**src/inc/wdc_regs.svh**
```systemverilog
// register map, field positions, reset values and timing constants of the watchdog block
`ifndef WDC_REGS_SVH
`define WDC_REGS_SVH

`define WDC_ADDR_W            4
`define WDC_ADDR_CAUSE        4'h0
`define WDC_ADDR_CONTROL      4'h1

`define WDC_DATA_W            8
`define WDC_DATA_ZERO         8'h00

// reset_cause_status fields
`define WDC_BIT_DBG_DISABLE   7
`define WDC_BIT_SCAN_FLAG     4
`define WDC_BIT_WDT_FLAG      3
`define WDC_BIT_BOR_FLAG      2
`define WDC_BIT_PIN_FLAG      1
`define WDC_BIT_POR_FLAG      0
`define WDC_FLAG_W            5
`define WDC_FLAGS_POR_RESET   5'h01
`define WDC_FLAGS_CLEAR       5'h00
`define WDC_FLAGS_ALL         5'h1f
`define WDC_FLAGS_LEGACY      5'h03

// watchdog_control fields
`define WDC_BIT_UNLOCK        4
`define WDC_BIT_ENABLE        3
`define WDC_SEL_HI            2
`define WDC_SEL_LO            0
`define WDC_SEL_W             3
`define WDC_SEL_RESET         3'h0

// timing
`define WDC_UNLOCK_CYCLES     3'h4
`define WDC_UNLOCK_ZERO       3'h0
`define WDC_OSC_PERIOD_NS     1000
`define WDC_BASE_EXP          14
`define WDC_CNT_W             22

// synchroniser lanes
`define WDC_SYNC_W            6
`define WDC_SYNC_OSC          0
`define WDC_SYNC_PIN          1
`define WDC_SYNC_BOR          2
`define WDC_SYNC_SCAN         3
`define WDC_SYNC_LEGACY       4
`define WDC_SYNC_ALWAYS_ON    5

`endif

```
**src/inc/wdc_pkg.sv**
```systemverilog
// types shared by the watchdog block
package wdc_pkg;

  typedef enum logic [1:0] {
    SAFETY_L0,
    SAFETY_L1,
    SAFETY_L2
  } safety_level_t;

endpackage

```
**src/rtl/watchdog_with_reset_cause.sv**
```systemverilog
// watchdog timer with safety levels and a reset-cause status register
//
// Design decisions made here: the plain strobed port and the placing of the registers.
`timescale 1ns/1ps
`include "wdc_regs.svh"

module watchdog_with_reset_cause #(
  parameter int CNT_W    = `WDC_CNT_W,
  parameter int BASE_EXP = `WDC_BASE_EXP
) (
  input  wire logic                   i_core_clk,
  input  wire logic                   i_rst,
  input  wire logic                   i_wdt_osc_clk,
  input  wire logic                   i_pin_reset,
  input  wire logic                   i_brownout_reset,
  input  wire logic                   i_scan_reset,
  input  wire logic                   i_legacy_compat_fuse,
  input  wire logic                   i_always_on_fuse,
  input  wire logic                   i_restart_instruction,
  input  wire logic [`WDC_ADDR_W-1:0] i_addr,
  input  wire logic [`WDC_DATA_W-1:0] i_wdata,
  input  wire logic                   i_wr,
  input  wire logic                   i_rd,
  output logic      [`WDC_DATA_W-1:0] o_rdata,
  output logic                        o_chip_reset,
  output logic                        o_watchdog_enabled,
  output logic                        o_debug_port_disable
);

  ////////////////////////////////////////////////////////////////////////////
  // input synchronisers

  logic [`WDC_SYNC_W-1:0] sync1_r;
  logic [`WDC_SYNC_W-1:0] sync2_r;
  logic                   osc_prev_r;
  wire  [`WDC_SYNC_W-1:0] async_in;

  assign async_in = {i_always_on_fuse, i_legacy_compat_fuse, i_scan_reset,
                     i_brownout_reset, i_pin_reset, i_wdt_osc_clk};

  always_ff @(posedge i_core_clk) begin
    if (i_rst) begin
      sync1_r    <= '0;
      sync2_r    <= '0;
      osc_prev_r <= 1'b0;
    end else begin
      sync1_r    <= async_in;
      sync2_r    <= sync1_r;
      osc_prev_r <= sync2_r[`WDC_SYNC_OSC];
    end
  end

  wire osc_tick   = sync2_r[`WDC_SYNC_OSC] & ~osc_prev_r;
  wire pin_rst    = sync2_r[`WDC_SYNC_PIN];
  wire bor_rst    = sync2_r[`WDC_SYNC_BOR];
  wire scan_rst   = sync2_r[`WDC_SYNC_SCAN];
  wire legacy     = sync2_r[`WDC_SYNC_LEGACY];
  wire always_on  = sync2_r[`WDC_SYNC_ALWAYS_ON];

  ////////////////////////////////////////////////////////////////////////////
  // safety level from fuses (high = programmed)

  wdc_pkg::safety_level_t level;

  assign level = always_on ? wdc_pkg::SAFETY_L2 :
                 legacy    ? wdc_pkg::SAFETY_L0 :
                             wdc_pkg::SAFETY_L1;

  wire lvl0 = (level == wdc_pkg::SAFETY_L0);
  wire lvl2 = (level == wdc_pkg::SAFETY_L2);

  ////////////////////////////////////////////////////////////////////////////
  // register decode

  wire wr_cause   = i_wr & (i_addr == `WDC_ADDR_CAUSE);
  wire wr_control = i_wr & (i_addr == `WDC_ADDR_CONTROL);

  wire w_unlock = i_wdata[`WDC_BIT_UNLOCK];
  wire w_enable = i_wdata[`WDC_BIT_ENABLE];
  wire [`WDC_SEL_W-1:0] w_sel = i_wdata[`WDC_SEL_HI:`WDC_SEL_LO];

  ////////////////////////////////////////////////////////////////////////////
  // watchdog control state

  logic                  enable_r;
  logic                  enable_nxt;
  logic [2:0]            unlock_cnt_r;
  logic [2:0]            unlock_cnt_nxt;
  logic [`WDC_SEL_W-1:0] sel_r;
  logic [`WDC_SEL_W-1:0] sel_nxt;
  logic                  expire_r;
  logic [CNT_W-1:0]      cnt_r;
  logic [CNT_W-1:0]      cnt_nxt;

  wire unlocked  = (unlock_cnt_r != `WDC_UNLOCK_ZERO);
  wire en_eff    = enable_r | lvl2;
  wire chip_rst  = i_rst | pin_rst | bor_rst | scan_rst | expire_r;
  wire start_seq = wr_control & w_unlock & w_enable;

  // enable: set by plain write, cleared only under unlock and never in level 2
  assign enable_nxt =
    !wr_control                    ? enable_r :
    w_enable                       ? 1'b1 :
    (unlocked && !lvl2)            ? 1'b0 :
                                     enable_r;

  // prescaler: free in level 0, guarded by unlock in levels 1 and 2
  assign sel_nxt =
    (wr_control && (lvl0 || unlocked)) ? w_sel : sel_r;

  // unlock window: loaded by enable+unlock write, ends after four cycles
  // or when a following control write with the unlock bit clear consumes it
  assign unlock_cnt_nxt =
    start_seq                     ? `WDC_UNLOCK_CYCLES :
    (wr_control && !w_unlock)     ? `WDC_UNLOCK_ZERO :
    unlocked                      ? unlock_cnt_r - 3'h1 :
                                    `WDC_UNLOCK_ZERO;

  always_ff @(posedge i_core_clk) begin
    if (chip_rst) begin
      enable_r     <= 1'b0;
      unlock_cnt_r <= `WDC_UNLOCK_ZERO;
      sel_r        <= `WDC_SEL_RESET;
    end else begin
      enable_r     <= enable_nxt;
      unlock_cnt_r <= unlock_cnt_nxt;
      sel_r        <= sel_nxt;
    end
  end

  ////////////////////////////////////////////////////////////////////////////
  // timeout counter

  logic [CNT_W-1:0] last_cnt;
  logic             expire_nxt;

  assign last_cnt = (CNT_W'(1) << (BASE_EXP + int'(sel_r))) - CNT_W'(1);
  assign expire_nxt = en_eff & osc_tick & (cnt_r == last_cnt) & !chip_rst
                      & !i_restart_instruction;

  assign cnt_nxt =
    (i_restart_instruction)        ? '0 :
    (!en_eff || expire_nxt)        ? '0 :
    osc_tick                       ? cnt_r + CNT_W'(1) :
                                     cnt_r;

  always_ff @(posedge i_core_clk) begin
    if (chip_rst) begin
      cnt_r    <= '0;
      expire_r <= 1'b0;
    end else begin
      cnt_r    <= cnt_nxt;
      expire_r <= expire_nxt;
    end
  end

  assign o_chip_reset       = expire_r;
  assign o_watchdog_enabled = en_eff;

  ////////////////////////////////////////////////////////////////////////////
  // reset cause flags; a set in the same cycle beats a software clear

  logic [`WDC_FLAG_W-1:0] flags_r;
  logic [`WDC_FLAG_W-1:0] flags_nxt;
  logic [`WDC_FLAG_W-1:0] flag_set;
  logic [`WDC_FLAG_W-1:0] flag_mask;
  logic [`WDC_FLAG_W-1:0] flag_keep;
  logic                   dbg_r;

  assign flag_mask = legacy ? `WDC_FLAGS_LEGACY : `WDC_FLAGS_ALL;

  always_comb begin
    flag_set = `WDC_FLAGS_CLEAR;
    flag_set[`WDC_BIT_SCAN_FLAG] = scan_rst;
    flag_set[`WDC_BIT_WDT_FLAG]  = expire_r;
    flag_set[`WDC_BIT_BOR_FLAG]  = bor_rst;
    flag_set[`WDC_BIT_PIN_FLAG]  = pin_rst;
  end

  // a written zero clears, a written one keeps
  assign flag_keep = wr_cause ? i_wdata[`WDC_FLAG_W-1:0] : `WDC_FLAGS_ALL;
  assign flags_nxt = ((flags_r & flag_keep) | flag_set) & flag_mask;

  always_ff @(posedge i_core_clk) begin
    if (i_rst) begin
      flags_r <= `WDC_FLAGS_POR_RESET;
    end else begin
      flags_r <= flags_nxt;
    end
  end

  always_ff @(posedge i_core_clk) begin
    if (chip_rst) begin
      dbg_r <= 1'b0;
    end else if (wr_cause) begin
      dbg_r <= i_wdata[`WDC_BIT_DBG_DISABLE];
    end
  end

  assign o_debug_port_disable = dbg_r;

  ////////////////////////////////////////////////////////////////////////////
  // read path

  logic [`WDC_DATA_W-1:0] cause_rd;
  logic [`WDC_DATA_W-1:0] control_rd;
  logic [`WDC_DATA_W-1:0] rd_sel;
  logic [`WDC_DATA_W-1:0] rdata_r;

  always_comb begin
    cause_rd = `WDC_DATA_ZERO;
    cause_rd[`WDC_BIT_DBG_DISABLE] = dbg_r;
    cause_rd[`WDC_FLAG_W-1:0] = flags_r & flag_mask;
    control_rd = `WDC_DATA_ZERO;
    control_rd[`WDC_BIT_UNLOCK] = unlocked;
    control_rd[`WDC_BIT_ENABLE] = en_eff;
    control_rd[`WDC_SEL_HI:`WDC_SEL_LO] = sel_r;
  end

  assign rd_sel = (i_addr == `WDC_ADDR_CAUSE)   ? cause_rd :
                  (i_addr == `WDC_ADDR_CONTROL) ? control_rd :
                                                  `WDC_DATA_ZERO;

  always_ff @(posedge i_core_clk) begin
    if (i_rst) begin
      rdata_r <= `WDC_DATA_ZERO;
    end else begin
      rdata_r <= i_rd ? rd_sel : `WDC_DATA_ZERO;
    end
  end

  assign o_rdata = rdata_r;

endmodule

```
**config.mk**
```make
export PLATFORM = sky130hd
export DESIGN_NAME = watchdog_with_reset_cause
export DESIGN_NICKNAME = d
export VERILOG_FILES = /design/src/inc/wdc_pkg.sv /design/src/rtl/watchdog_with_reset_cause.sv
export VERILOG_INCLUDE_DIRS = /design/src /design/src/inc
export SDC_FILE = /design/constraint.sdc
export NUM_CORES = 1
export LEC_CHECK = 0
export BUFFER_PORTS_ARGS = -buffer_cell sky130_fd_sc_hd__buf_2
export CAP_MARGIN = 0
export CORE_MARGIN = 5
export CORE_UTILIZATION = 33
export CTS_CLUSTER_SIZE = 30
export DETAILED_ROUTE_END_ITERATION = 8
export RECOVER_POWER = 100
export SLEW_MARGIN = 25
export SYNTH_ARGS = -nofsm -noshare
export SYNTH_HDL_FRONTEND = slang
export SYNTH_SLANG_ARGS = --single-unit
```
**constraint.sdc**
```tcl
create_clock -name i_core_clk -period 9.06 [get_ports i_core_clk]
set_clock_uncertainty 0.15 [all_clocks]
set_input_delay 1.359 -clock i_core_clk [delete_from_list [all_inputs] [get_ports i_core_clk]]
set_output_delay 1.359 -clock i_core_clk [all_outputs]
set_load 0.05 [all_outputs]
```
==> metrics.csv <==
metric,value,unit
start_util,33.7,%
setup_violations,0,
num-nets-final,345,
clkLatencyLatePin,0.31,ns
path_class,reg2reg,
end_kind,flip-flop,
ys_types,46,
combPwrFrac,4.5,%
wl_per_cell,12.5,um
drtPass1Iterations,4,
clkPwrFrac,34.2,%
fp.dieW,98.9,um
dp.cells,408,
grtUsageTotal,11.3,%
ys_ff_latch,55,
clkTransAtPathRegs,0.10,ns
switching_share,23.5,%
totalWireLength,5210,um
final_cell_mix,"dfxtp_1, nor3_1, nor2_1, buf_2, xnor2_1",
min_period_over_period,49.0,%
setup.worst_path.start,sel_r[1],
relSlewSlack,26.3,%
synth_area,2610,sq um
final-instance-count-excl-fill,416,
fp.dieArea,9780,sq um
dp_slack,5.39,ns
crit_end,o_chip_reset,
crit_path_start_kind,flip-flop,
holdPathStages,1,
grt.overflow.total,0,
pwr_density_cell,141,nW/um^2
first_global_vias,1965,
seq_area_frac_synth,42.2,%
r2r-end,o_chip_reset,
layout_commonest_cell,dfxtp_1,
yosysWarnings,0,
drv_cap,0,
core_area,7730,sq um
avgSynthCellArea,8.96,sq um
drc_errors,0,
cts_max_path_buffers,2,
grt_start_max_net_pins,24,
htree_levels,2,
p_leak,1.01,nW
die_y,98.9,um
vias,1972,
antenna_found_initial,0,
final_antenna_net_count,0,
vias_per_cell,4.74,
intPower,0.000308,W
async_reset_ff_share,0,%
cts_buffers,5,
hpwl,3880,um
cts_tree,built,
cp.required,9.15,ns
hold-worst-slack,0.279,ns
critPathMaxFanout,23,
synth_edf_count,0,
switching_power,0.0000946,W
netlist_instances,291,
antenna_cells,0,
p_total,0.000402,W
power_frac_seq,61.3,%
hp-class,reg2reg,
hold_buffers,0,
critPathArrivalTime,4.53,ns
drive_above_1_share,9.24,%
r2r.worst_path.cells,9,
post_cts_resized,0,
drt_iter0_markers,83,
fmax,0.225,GHz
postCtsSetupBuffers,0,
grt_first_pass_wirelength,9090,um
gp_congestion,0.809,
r2r_setup_slack,4.62,ns
r2r_start,sel_r[1],
rows,32,
tightest_slew,1.09,ns
period_minus_slack,4.44,ns
io_pins,34,
clock-sinks,55,
outcome,finished clean,
worst_slack,4.62,ns
setup_tns,0,ns
slew_viol_final,0,
rsz0062_at_grt,no,
root_buffer,clkbuf_8,
synth_ff_type,dfxtp_1,
syn_to_final_growth,9.31,%
n_fill_cell,814,
vdd_drop_max,0.0542,mV
hold_viol,0,
io_buffer_count,29,
==> sequential cells by signal, indices dropped and copies added (netlist names) <==
signal and cells:
flags_r 5, unlock_cnt_r 3, enable_r 1, cnt_r 22, o_rdata 6, osc_prev_r 1, sel_r 3, sync2_r 6
o_chip_reset 1, o_debug_port_disable 1, sync1_r 6
==> area by class of cell <==
| cell class | count | area (sq um) | share of cell area (%) |
|---|---|---|---|
| Multi-Input combinational cell | 205 | 1340 | 46.9 |
| Sequential cell | 55 | 1100 | 38.6 |
| Timing Repair Buffer | 30 | 135 | 4.74 |
| Tap cell | 102 | 128 | 4.48 |
| Clock buffer | 6 | 72.6 | 2.55 |
| Inverter | 16 | 60.1 | 2.11 |
| Clock inverter | 2 | 17.5 | 0.615 |
==> Yosys cell counts (3+ instances only) <==
cell type	n	area share, %
a21oi_1	14	2.7
a22oi_1	3	0.86
and2_1	3	0.72
and3_1	5	1.2
and4_1	4	1.3
buf_6	3	1.3
clkbuf_1	9	1.3
dfxtp_1	55	42
ha_1	9	4.3
inv_1	16	2.3
mux2i_1	4	1.5
nand2_1	14	2.0
nand2b_1	3	0.72
nand3_1	10	1.9
nand4_1	7	1.7
nor2_1	19	2.7
nor2b_1	16	3.8
nor3_1	24	4.6
nor3b_1	5	1.4
o21ai_0	9	1.7
xnor2_1	17	5.7
xor2_1	13	4.4
==> worst max-delay path: stages, from the launching register on <==
cell and delay (ns):
dfxtp_1 0.65, inv_1 0.18, ha_1 0.49, or3b_1 0.41, a311oi_1 0.27, o32ai_1 0.13
or4_2 0.66, a2111oi_0 0.35, clkbuf_1 0.85, nor2b_1 0.21
==> cell families (layout without fill, tap and decap cells) <==
family,Yosys count,after routing,share of synthesized area (%)
AOI/OAI and AO/OA,35,35,8.83
xor gates and xnor gates,30,30,10.1
adders and majority gates,9,9,4.32
buffers and inverters,32,54,5.85
DFF,55,55,42.2
muxes,4,4,1.54
other,1,2,0.144
and+or+nand+nor,125,125,27.0
==> through the flow <==
| step | area, sq um | utilization, % |
|---|---|---|
| 6_report | 2850 | 36.9 |
| 5_1_grt | 2850 | 36.9 |
| 4_1_cts | 2890 | 37.4 |
| 3_5_place_dp | 2800 | 36.2 |
| 3_3_place_gp | 2800 | 36.2 |
| 2_1_floorplan | 2610 | - |
==> power by group through the flow <==
stage / Sequential (W) / Clock [W] / Combinational [W]
global route: 0.000247 / 0.000152 / 0.0000206
finish: 0.000247 / 0.000138 / 0.0000182
detailed placement: 0.000252 / 0 / 0.0000186
global placement: 0.000252 / 0 / 0.0000184
CTS: 0.000247 / 0.000143 / 0.0000187
floorplan: 0.000252 / 0 / 0.0000113
==> routing by layer <==
| metal | global-route usage [%] | vias to the layer above | wire length [um] |
|---|---|---|---|
| li1 | - | 1039 | - |
| met2 | 17.1 | 35 | 2290 |
| met1 | 15.2 | 891 | 2620 |
| met5 | 0 | - | 0 |
| met3 | 2.83 | 7 | 198 |
| met4 | 4.73 | 0 | 94 |
==> how the worst min path moves through the flow <==
stage                               start         endpoint  slack, ns
after global placement    unlock_cnt_r[0]  unlock_cnt_r[0]       0.25
after floorplan           unlock_cnt_r[0]  unlock_cnt_r[0]       0.24
after detailed placement  unlock_cnt_r[0]  unlock_cnt_r[0]       0.27
final                     unlock_cnt_r[0]  unlock_cnt_r[0]       0.28
after global routing      unlock_cnt_r[0]  unlock_cnt_r[0]       0.30
after CTS                 unlock_cnt_r[0]  unlock_cnt_r[0]       0.28
Power figures use the tool's default switching activity.
